--- config.mk ---
export PLATFORM = sky130hd
export DESIGN_NAME = ohci_interrupt_event_mask
export DESIGN_NICKNAME = d
export VERILOG_FILES = /design/src/pkg/irq_event_pkg.sv /design/src/rtl/ohci_interrupt_event_mask.sv
export VERILOG_INCLUDE_DIRS = /design/src /design/src/pkg
export SDC_FILE = /design/constraint.sdc
export NUM_CORES = 1
export LEC_CHECK = 0
export BUFFER_PORTS_ARGS = -buffer_cell sky130_fd_sc_hd__buf_2
export CORE_ASPECT_RATIO = 0.5
export CORE_MARGIN = 5
export CORE_UTILIZATION = 40
export DETAILED_ROUTE_END_ITERATION = 12
export PLACE_DENSITY = 0.62
export RECOVER_POWER = 50
export SYNTH_ARGS = -nofsm -noshare
export SYNTH_HDL_FRONTEND = slang
export SYNTH_SLANG_ARGS = --single-unit
--- constraint.sdc ---
create_clock -name core_clk -period 4.9 [get_ports core_clk]
set_input_delay 0.49 -clock core_clk [delete_from_list [all_inputs] [get_ports core_clk]]
set_output_delay 0.49 -clock core_clk [all_outputs]
set_load 0.01 [all_outputs]
--- src/pkg/irq_event_defs.svh ---
// register offsets, field positions and reset values of the event/mask block
// assumes: included by bare name, definitions only
`ifndef IRQ_EVENT_DEFS_SVH
`define IRQ_EVENT_DEFS_SVH

`define OFS_EVENT_SET      8'h80
`define OFS_EVENT_CLEAR    8'h84
`define OFS_ENABLE_SET     8'h88
`define OFS_ENABLE_CLEAR   8'h8c
`define OFS_ISO_RX_EVENT   8'h90
`define OFS_ISO_RX_MASK    8'h94
`define OFS_ISO_TX_EVENT   8'h98
`define OFS_ISO_TX_MASK    8'h9c

`define BIT_REQ_SEND_DONE   0
`define BIT_RESP_SEND_DONE  1
`define BIT_ASYNC_RX_REQ    2
`define BIT_ISO_TX_SUM      6
`define BIT_ISO_RX_SUM      7
`define BIT_WRITE_FAULT     8
`define BIT_LOCK_UNACKED    9
`define BIT_MAKER_PRIVATE   30
`define BIT_GLOBAL_GATE     31

// bits that really hold event state; 15:10 and others read zero, except 7:6, which read the live iso summaries
`define EVENT_LATCH_MASK   32'h4000_0307
`define ENABLE_IMPL_MASK   32'hc000_03ff
`define EVENT_RESET        32'h0000_0000
`define ENABLE_RESET       32'h0000_0000
`define UNMAPPED_READ      32'h0000_0000

`endif

--- src/pkg/irq_event_pkg.sv ---
// types shared by the event/mask block
// assumes: nothing
package irq_event_pkg;

    typedef struct packed {
        logic       read;
        logic       write;
        logic [7:0] address;
        logic [31:0] writedata;
    } bus_req_t;

    typedef struct packed {
        logic req_send_done;
        logic resp_send_done;
        logic async_rx_req;
        logic write_fault;
        logic lock_unacked;
        logic maker_private;
    } event_pulses_t;

    typedef enum logic [1:0] {
        BUS_IDLE = 2'b00,
        BUS_DONE = 2'b01
    } bus_state_t;

endpackage

--- src/rtl/ohci_interrupt_event_mask.sv ---
// host interrupt event flags, set/clear enable mask with global gate,
// and the isochronous receive/transmit summaries, behind an avalon-mm slave
// assumes: one clock, event pulses synchronous to core_clk, one cycle each
//
// Local design decision: the Avalon-MM slave port.
`timescale 1ns/100ps
`default_nettype none
`include "irq_event_defs.svh"

module ohci_interrupt_event_mask #(
    parameter int ISO_CTX = 8
) (
    input  wire logic                        core_clk,
    input  wire logic                        srst,
    input  wire logic                        clk_en,
    input  wire logic [7:0]                  avs_address,
    input  wire logic                        avs_read,
    input  wire logic                        avs_write,
    input  wire logic [31:0]                 avs_writedata,
    input  wire logic [3:0]                  avs_byteenable,
    output logic [31:0]                      avs_readdata,
    output logic                             avs_waitrequest,
    input  wire irq_event_pkg::event_pulses_t ev_pulse,
    input  wire logic [ISO_CTX-1:0]          iso_rx_ctx_pulse,
    input  wire logic [ISO_CTX-1:0]          iso_tx_ctx_pulse,
    output logic                             host_irq
);

    // ------------------------------------------------------------------
    // register state
    // ------------------------------------------------------------------
    logic [31:0]        event_q,  event_d;
    logic [31:0]        enable_q, enable_d;
    logic [ISO_CTX-1:0] rx_ev_q, rx_ev_d, rx_mk_q, rx_mk_d;
    logic [ISO_CTX-1:0] tx_ev_q, tx_ev_d, tx_mk_q, tx_mk_d;
    logic [31:0]        rdata_q, rdata_d;
    logic               irq_q, irq_d;
    logic               wait_q, wait_d;
    irq_event_pkg::bus_state_t st_q, st_d;
    logic [31:0]        bmask;
    logic [31:0]        wset, wclr;
    logic [31:0]        hw_set;
    logic [31:0]        event_view;
    logic               iso_rx_summary;
    logic               iso_tx_summary;
    logic               wr_go, rd_go;

    assign bmask = {{8{avs_byteenable[3]}}, {8{avs_byteenable[2]}},
                    {8{avs_byteenable[1]}}, {8{avs_byteenable[0]}}};
    assign wr_go = avs_write && (st_q == irq_event_pkg::BUS_IDLE);
    assign rd_go = avs_read && (st_q == irq_event_pkg::BUS_IDLE);
    assign wset  = avs_writedata & bmask;
    assign wclr  = avs_writedata & bmask;

    // ------------------------------------------------------------------
    // summaries: live, never latched
    // ------------------------------------------------------------------
    assign iso_rx_summary = |(rx_ev_q & rx_mk_q);
    assign iso_tx_summary = |(tx_ev_q & tx_mk_q);

    always_comb begin
        hw_set = 32'h0000_0000;
        hw_set[`BIT_LOCK_UNACKED]    = ev_pulse.lock_unacked;
        hw_set[`BIT_WRITE_FAULT]     = ev_pulse.write_fault;
        hw_set[`BIT_ASYNC_RX_REQ]    = ev_pulse.async_rx_req;
        hw_set[`BIT_RESP_SEND_DONE]  = ev_pulse.resp_send_done;
        hw_set[`BIT_REQ_SEND_DONE]   = ev_pulse.req_send_done;
        hw_set[`BIT_MAKER_PRIVATE]   = ev_pulse.maker_private;
    end

    always_comb begin
        event_view = event_q & `EVENT_LATCH_MASK;
        event_view[`BIT_ISO_RX_SUM] = iso_rx_summary;
        event_view[`BIT_ISO_TX_SUM] = iso_tx_summary;
    end

    // ------------------------------------------------------------------
    // event flags: hardware set wins over a software clear
    // ------------------------------------------------------------------
    always_comb begin
        event_d = event_q;
        if (wr_go && (avs_address == `OFS_EVENT_SET)) begin
            event_d = event_q | wset;
        end
        if (wr_go && (avs_address == `OFS_EVENT_CLEAR)) begin
            event_d = event_q & ~wclr;
        end
        // set applied last so a pulse in the clear cycle is kept
        event_d = (event_d | hw_set) & `EVENT_LATCH_MASK;
    end

    always_ff @(posedge core_clk) begin
        if (srst) begin
            event_q <= `EVENT_RESET;
        end else if (clk_en) begin
            event_q <= event_d;
        end
    end

    // ------------------------------------------------------------------
    // enable mask: one register behind a set and a clear offset
    // ------------------------------------------------------------------
    always_comb begin
        enable_d = enable_q;
        if (wr_go && (avs_address == `OFS_ENABLE_SET)) begin
            enable_d = enable_q | wset;
        end
        if (wr_go && (avs_address == `OFS_ENABLE_CLEAR)) begin
            enable_d = enable_q & ~wclr;
        end
        // unbacked mask bits read zero instead of keeping stale writes
        enable_d = enable_d & `ENABLE_IMPL_MASK;
    end

    always_ff @(posedge core_clk) begin
        if (srst) begin
            enable_q <= `ENABLE_RESET;
        end else if (clk_en) begin
            enable_q <= enable_d;
        end
    end

    // ------------------------------------------------------------------
    // per-context isochronous events and masks
    // ------------------------------------------------------------------
    always_comb begin
        rx_ev_d = rx_ev_q;
        rx_mk_d = rx_mk_q;
        tx_ev_d = tx_ev_q;
        tx_mk_d = tx_mk_q;
        // masks are plain writes; events only clear from software
        if (wr_go) begin
            unique case (avs_address)
                `OFS_ISO_RX_EVENT: rx_ev_d = rx_ev_q & ~wclr[ISO_CTX-1:0];
                `OFS_ISO_RX_MASK:  rx_mk_d = wset[ISO_CTX-1:0];
                `OFS_ISO_TX_EVENT: tx_ev_d = tx_ev_q & ~wclr[ISO_CTX-1:0];
                `OFS_ISO_TX_MASK:  tx_mk_d = wset[ISO_CTX-1:0];
                default: ;
            endcase
        end
        // a context pulse in the clear cycle survives the clear
        rx_ev_d = rx_ev_d | iso_rx_ctx_pulse;
        tx_ev_d = tx_ev_d | iso_tx_ctx_pulse;
    end

    always_ff @(posedge core_clk) begin
        if (srst) begin
            rx_ev_q <= '0;
            rx_mk_q <= '0;
            tx_ev_q <= '0;
            tx_mk_q <= '0;
        end else if (clk_en) begin
            rx_ev_q <= rx_ev_d;
            rx_mk_q <= rx_mk_d;
            tx_ev_q <= tx_ev_d;
            tx_mk_q <= tx_mk_d;
        end
    end

    // ------------------------------------------------------------------
    // interrupt: registered so the pin is glitch free, one cycle late
    // ------------------------------------------------------------------
    always_comb begin
        irq_d = enable_q[`BIT_GLOBAL_GATE] &&
                |(event_view[30:0] & enable_q[30:0]);
    end

    always_ff @(posedge core_clk) begin
        if (srst) begin
            irq_q <= 1'b0;
        end else if (clk_en) begin
            irq_q <= irq_d;
        end
    end

    // ------------------------------------------------------------------
    // bus slave: waitrequest high on entry, answer in the next cycle
    // ------------------------------------------------------------------
    always_comb begin
        st_d    = st_q;
        rdata_d = rdata_q;
        unique case (st_q)
            irq_event_pkg::BUS_IDLE: begin
                if (wr_go || rd_go) begin
                    st_d = irq_event_pkg::BUS_DONE;
                end
                if (rd_go) begin
                    unique case (avs_address)
                        `OFS_EVENT_SET,
                        `OFS_EVENT_CLEAR:  rdata_d = event_view;
                        `OFS_ENABLE_SET,
                        `OFS_ENABLE_CLEAR: rdata_d = enable_q;
                        `OFS_ISO_RX_EVENT: rdata_d = 32'(rx_ev_q);
                        `OFS_ISO_RX_MASK:  rdata_d = 32'(rx_mk_q);
                        `OFS_ISO_TX_EVENT: rdata_d = 32'(tx_ev_q);
                        `OFS_ISO_TX_MASK:  rdata_d = 32'(tx_mk_q);
                        default:           rdata_d = `UNMAPPED_READ;
                    endcase
                end
            end
            irq_event_pkg::BUS_DONE: st_d = irq_event_pkg::BUS_IDLE;
            default: st_d = irq_event_pkg::BUS_IDLE;
        endcase
        // own flop so the pin carries no decode glitch
        wait_d = (st_d != irq_event_pkg::BUS_DONE);
    end

    // readdata holds until the next read, so a slow master still sees it
    always_ff @(posedge core_clk) begin
        if (srst) begin
            st_q    <= irq_event_pkg::BUS_IDLE;
            rdata_q <= 32'h0000_0000;
            wait_q  <= 1'b1;
        end else if (clk_en) begin
            st_q    <= st_d;
            rdata_q <= rdata_d;
            wait_q  <= wait_d;
        end
    end

    assign avs_readdata    = rdata_q;
    assign avs_waitrequest = wait_q;
    assign host_irq        = irq_q;

    // ------------------------------------------------------------------
    // checks
    // ------------------------------------------------------------------
    a_lock_sets_bit: assert property (@(posedge core_clk) disable iff (srst)
        (clk_en && ev_pulse.lock_unacked) |=> event_q[`BIT_LOCK_UNACKED])
        else $error("lock reply event not flagged");
    a_fault_sets_bit: assert property (@(posedge core_clk) disable iff (srst)
        (clk_en && ev_pulse.write_fault) |=> event_q[`BIT_WRITE_FAULT])
        else $error("write fault event not flagged");
    a_rx_summary_live: assert property (@(posedge core_clk) disable iff (srst)
        (clk_en && !wr_go && |(iso_rx_ctx_pulse & rx_mk_q)) |=> event_view[`BIT_ISO_RX_SUM])
        else $error("receive summary wrong");
    a_arq_sets_bit: assert property (@(posedge core_clk) disable iff (srst)
        (clk_en && ev_pulse.async_rx_req) |=> event_q[`BIT_ASYNC_RX_REQ])
        else $error("receive request event lost");
    a_resp_sets_bit: assert property (@(posedge core_clk) disable iff (srst)
        (clk_en && ev_pulse.resp_send_done) |=> event_q[`BIT_RESP_SEND_DONE])
        else $error("response done event lost");
    a_req_sets_bit: assert property (@(posedge core_clk) disable iff (srst)
        (clk_en && ev_pulse.req_send_done) |=> event_q[`BIT_REQ_SEND_DONE])
        else $error("request done event lost");
    a_reserved_zero: assert property (@(posedge core_clk) disable iff (srst)
        (clk_en && rd_go && (avs_address == `OFS_EVENT_SET || avs_address == `OFS_EVENT_CLEAR))
        |=> (avs_readdata[15:10] == 6'h00))
        else $error("reserved event bits nonzero");
    a_mask_readback: assert property (@(posedge core_clk) disable iff (srst)
        (clk_en && rd_go && (avs_address == `OFS_ENABLE_CLEAR)) |=> (avs_readdata == $past(enable_q)))
        else $error("mask readback wrong");
    a_gate_blocks: assert property (@(posedge core_clk) disable iff (srst)
        (clk_en && !enable_q[`BIT_GLOBAL_GATE]) |=> !host_irq)
        else $error("interrupt without global gate");
    a_irq_follows: assert property (@(posedge core_clk) disable iff (srst)
        (clk_en && enable_q[`BIT_GLOBAL_GATE] && |(event_view[30:0] & enable_q[30:0])) |=> host_irq)
        else $error("enabled event gave no interrupt");
    a_private_irq: assert property (@(posedge core_clk) disable iff (srst)
        (clk_en && &{enable_q[31:30], event_view[30]}) |=> host_irq)
        else $error("maker private event gave no interrupt");
    a_tx_summary_live: assert property (@(posedge core_clk) disable iff (srst)
        (clk_en && !wr_go && |(iso_tx_ctx_pulse & tx_mk_q)) |=> event_view[`BIT_ISO_TX_SUM])
        else $error("transmit summary wrong");
    a_clear_works: assert property (@(posedge core_clk) disable iff (srst)
        (clk_en && wr_go && avs_address == `OFS_ENABLE_CLEAR && wclr[0]) |=> !enable_q[0])
        else $error("mask clear did not clear");
    a_mask_set_works: assert property (@(posedge core_clk) disable iff (srst)
        (clk_en && wr_go && avs_address == `OFS_ENABLE_SET && wset[`BIT_GLOBAL_GATE]) |=> enable_q[`BIT_GLOBAL_GATE])
        else $error("mask set did not set");
    a_set_readback: assert property (@(posedge core_clk) disable iff (srst)
        (clk_en && rd_go && (avs_address == `OFS_ENABLE_SET)) |=> (avs_readdata == $past(enable_q)))
        else $error("mask readback at set offset wrong");
    a_set_beats_clear: assert property (@(posedge core_clk) disable iff (srst)
        (clk_en && wr_go && avs_address == `OFS_EVENT_CLEAR && ev_pulse.req_send_done)
        |=> event_q[`BIT_REQ_SEND_DONE])
        else $error("event lost to a clear in the same cycle");
    a_irq_drops: assert property (@(posedge core_clk) disable iff (srst)
        (clk_en && !(|(event_view[30:0] & enable_q[30:0]))) |=> !host_irq)
        else $error("interrupt without an enabled event");

    // ------------------------------------------------------------------
    // bus handshake and clock-enable checks
    // ------------------------------------------------------------------
    a_wait_one_cycle: assert property (@(posedge core_clk) disable iff (srst)
        (clk_en && !avs_waitrequest) |=> avs_waitrequest)
        else $error("waitrequest low for more than one cycle");
    a_freeze_holds: assert property (@(posedge core_clk) disable iff (srst)
        (!clk_en) |=> ($stable(event_q) && $stable(enable_q) && $stable(irq_q)))
        else $error("state moved while clock enable low");

endmodule

`default_nettype wire

# After elaboration in Yosys (flattened, before gate mapping)
# Index checks and enable logic that the tools add are counted.
# W data, S select, Z words.
dict set report word_totals {
  romBits 0
  ff_bits 86
  memories 0
  output_inout_bits 34
  latch_bits 0
  ramBits 0
  elab_cells 64
}
dict set report classes {
  n_div 0
  muxes 11
  shift 0
  bitwise 15
  eq_ne 9
  mul 0
  addsub 0
  reduce_logical 19
  order_cmp 0
}
# cell count
set ops {}
lappend ops {{$pmux W32 S6} 1}
lappend ops {{$and A32 B32 Y32} 2}
lappend ops {{$eq A8 B8 Y1 const B} 8}
lappend ops {{$mux W32} 2}
lappend ops {{$and A31 B31 Y31} 2}
lappend ops {{$mux W31} 2}
lappend ops {{$or A31 B31 Y31} 2}
lappend ops {{$and A8 B8 Y8} 4}
lappend ops {{$mux W8} 4}
lappend ops {{$not A32 Y32} 1}
lappend ops {{$or A32 B32 Y32} 1}
lappend ops {{$reduce_or A31 Y1} 1}
lappend ops {{$or A8 B8 Y8} 2}
lappend ops {{$reduce_or A8 Y1} 2}
lappend ops {{$reduce_and A3 Y1} 3}
lappend ops {{$not A8 Y8} 1}
lappend ops {{$logic_and A1 B1 Y1} 7}
lappend ops {{$mux W2} 2}
lappend ops {{$reduce_or A2 Y1} 2}
lappend ops {{$logic_not A2 Y1} 1}
lappend ops {{$ne A2 B1 Y1 const B} 1}
lappend ops {{$reduce_and A2 Y1} 1}
lappend ops {{$reduce_bool A2 Y1} 1}
lappend ops {{$logic_or A1 B1 Y1} 1}

# Longest topological paths before layout
dict set report logic_depth {
  depth_word 6
  depth_mapped 7
  depth_no_buf 4
}

# Worst setup path after synthesis
# OpenSTA, ideal clock, no wires.
dict set report synth_path {
  kind {input to register}
  start {input clk_en}
  end {register rdata_q[1] (netlist: avs_readdata[1])}
  setup_slack_ps 3107
  t_arrival_ps 1736
  setup_ps 57
  cell_stages 6
  n_path_buf 2
  cell_sequence {buf_4 -> nand4bb_1 -> buf_2 -> or4_4 -> a31oi_1 -> a21o_1}
}
dict set report synth_via {
  elab_chain_cells 1
}
# item line_no
set synth_rtl {}
lappend synth_rtl {{start, declared} ohci_interrupt_event_mask.sv:15} ;# input wire logic clk_en,
lappend synth_rtl {{$reduce_and A3 Y1 (no source line)} -}
lappend synth_rtl {{end signal, assigned} ohci_interrupt_event_mask.sv:216} ;# rdata_q <= rdata_d;
lappend synth_rtl {{end, declared} ohci_interrupt_event_mask.sv:36} ;# logic [31:0] rdata_q, rdata_d;
# Every way passes these cells.
# A chain may end at the register's enable or synchronous reset.

==> key figures <==
Power
  • PwrDens: about 330 nW/um2
  • Pleak: 1.59 nW
  • Max VDD drop: around 160 uV

GRT
  • Overall routing resource usage: about a fifth
  • Vias in the first global route: roughly 2800
  • Pin count of the biggest net entering global routing: between 60 and 70
  • Total gr overflow: 0
  • Initial antenna violation count: 0
  • First-pass GRT wire length: ~15 mm

Die
  • Placeable Area: slightly above 8000 um2
  • Full die area: 10500 um2
  • Die X: between 100 and 150 um
  • Vert. Die Dim: approximately 75 um
  • Number of I/O pins: about 110
  • FP Rows: 23
  • Starting Density: 41.7%

Critical path
  • Worst setup SP type: input port
  • Critical-path cell list: clkbuf_1, nor2b_1, a221o_1
  • Flop2flop setup slack: 2.90 ns
  • Max incr delay on CP: a little under 2 ns
  • Worst setup path class: in -> reg
  • Top Family by Delay on Critical Path: buffers and inverters
  • CP endpoint kind: flip-flop
  • CP Data Required Time: 5.12 ns
  • CP arrival: roughly 3.6 ns
  • WP buf/inv: 1
  • FF-to-FF path depth: 4
  • Launch point of the worst reg-to-reg path: st_q[1]
  • Crit-path slowest cell: clkbuf_1
  • FF-to-FF End: avs_readdata[8]
  • Worst Path Max Fanout: approximately 60

Hold path
  • Hold path depth: 3
  • Min-delay worst type: in -> reg
  • Hold Startpoint: iso_rx_ctx_pulse[0]
  • Hold Path Sink: rx_ev_q[0]

Synth
  • FFs w/ async S/R, synth: 0%
  • Main synth FF type: dfxtp_1
  • Top post-synthesis cells by area: dfxtp_1, mux2i_1, o21ai_0
  • Post-synth top cells: dfxtp_1, nand2_1, o21ai_0
  • Synth top area share: approximately two fifths
  • Most frequent cell after synthesis: dfxtp_1
  • Synth Instances: around 390
  • Netlist Area Pre-Place: 3390 um2
  • Synth Register Bits: 66
  • Synthesis warning total: 0
  • Distinct cells, synth: 51
  • Post-synth EDFFs: 0
  • Synthesized area per cell: a little under 9 um2
  • Seq/Total Area, Yosys: 39.0%
  • Synth area leader: dfxtp_1

Timing
  • Final worst path period need: 3.37 ns
  • Clock skew: between 0.005 and 0.006 ns
  • Setup Viol. Count Final: 0
  • Hold Vio Cnt, Final: 0
  • Setup TNS: 0 ns
  • Worst slew margin: -89.7%
  • RSZ-0062 raised after global routing: false
  • Slew @ Worst Pin: around 2.8 ns
  • Slew Viols, Final: 62
  • Final worst setup slack: 1.53 ns
  • Period utilization: between 60 and 70%
  • Max Clock Freq: approximately 300 MHz

Place
  • Detailed Place HPWL: approximately 6.9 mm
  • RePlAce Congestion: around 0.8
  • Cell total after placement: 544
  • Place WS: ~2.2 ns
  • IO Port Bufs: between 60 and 70
  • Placement Cell Area: about 3700 um2

Clock network
  • Maximum clock insertion buffer count: 2
  • Clock Latency Late Sink: 0.33 ns
  • Htree depth: 3
  • Post-CTS Setup Bufs: 0
  • Clk pin slew, worst setup/hold paths: approximately 0.050 ns
  • CTS resizes: 0
  • CTS tree: built
  • Post-CTS Hold Buffers: 0
  • CTS sink cnt: 66
  • Clock Tree Root: clkbuf_16
  • Num CTS Buffers: 9

Run
  • Max Cap Violations: 1

Routing
  • Post-detailed-route wirelength per cell: approximately 17 um
  • Vias: roughly 3100
  • DR iter-0 viols: approximately 270
  • DRC Markers: 0
  • Via-to-Cell Ratio: between 5 and 6
  • Antenna-violating nets left: 0
  • Routed WL: 9.80 mm
  • DRT Pass-1 Iters: 5

Cells and area
  • Fin cells: 560
  • Diode count: 0
  • Post-route cell area: 3930 um2
  • Fill cells: 835
  • Layout area overhead: 16.1%
  • Share of cells above drive strength 1: 18.3%
  • Layout Nets: slightly above 500

Outcome
  • Failing checks: max-capacitance violations, max-slew violations
  • Status: complete, but fails checks
[per-layer routing]
layer  part of all wire [%]  global-route usage, %
met5                      0                      0
met3                    7.6                   5.52
met2                     43                   29.5
met1                     48                   25.4
met4                   0.90                   4.83
[worst max path at each step]
stage / cells past startpoint / from / slack [ns] / end
after global placement: 6 / avs_address[3] / 2.20 / tx_ev_q[3]
after detailed placement: 6 / avs_address[3] / 2.20 / tx_ev_q[5]
final: 3 / srst / 1.53 / avs_readdata[6]
after global routing: 4 / srst / 1.31 / avs_readdata[7]
after floorplan: 6 / clk_en / 3.11 / avs_readdata[1]
after CTS: 6 / avs_address[3] / 2.54 / tx_ev_q[5]
[cell families (layout without fill, tap and decap cells)]
| group | after synthesis | in the layout | share of synthesized area [%] |
|---|---|---|---|
| simple gates | 142 | 142 | 23.6 |
| compound gates | 110 | 110 | 20.1 |
| flops | 66 | 66 | 39.0 |
| buf+inv | 45 | 83 | 7.83 |
| mux | 27 | 27 | 9.35 |
| other cells | 1 | 20 | 0.111 |
[layout make-up]
cell class                 count  area [um2]  area share (%)
clock buffer                  13         240            6.11
clock inverter                 3        40.0            1.02
inverter                       2        7.51           0.191
multi-input combinational    299        1870            47.6
sequential                    66        1320            33.6
tap                          112         140            3.56
timing repair buffer          65         312            7.92
[sequential cells by signal, indices dropped and copies added, names as in the netlist]
signal           count
avs_readdata        12
avs_waitrequest      1
enable_q            12
event_q              6
host_irq             1
rx_ev_q              8
rx_mk_q              8
st_q                 2
tx_ev_q              8
tx_mk_q              8
[cell usage in the layout (no fill, tap or decap), types with 2 or more instances in the layout]
cell	count
dfxtp_1	66
buf_2	48
nand2_1	37
o21ai_0	33
a21oi_1	31
nor2_1	27
conb_1	20
a22oi_1	19
clkbuf_1	19
mux2i_1	17
nand3_1	15
and2_1	9
nand4_1	9
clkbuf_16	9
nor2b_1	7
mux2_2	7
nor3_1	6
and3_1	6
a311oi_1	6
nor4_1	5
nor3b_1	4
a31oi_1	4
a32oi_1	4
mux4_2	3
o22ai_1	3
a22o_1	3
nand4b_1	2
inv_1	2
nand4_2	2
clkinv_2	2
buf_4	2
[metrics by stage]
stage	utilization, %	hold slack [ns]	power [mW]
6_report	48.4	0.401	1.29
5_1_grt	48.4	0.393	1.34
4_1_cts	48.7	0.395	1.30
3_5_place_dp	45.2	0.436	0.688
3_3_place_gp	45.2	0.433	0.686
2_1_floorplan	-	0.445	0.654
[where the power goes]
part | internal, mW | switching (mW) | leakage [nW]
Sequential | 0.552 | 0.0128 | 0.537
Combinational | 0.0415 | 0.0719 | 0.919
Clock | 0.392 | 0.225 | 0.138
[worst register-to-register path, stage by stage, from the launching register on]
cell       delay (ns)
dfxtp_1          0.32
nand4bb_1        0.54
nor4_1           0.78
a22oi_1          0.14
nor2_1           0.12
No activity file was read; power rests on OpenSTA's default activity.
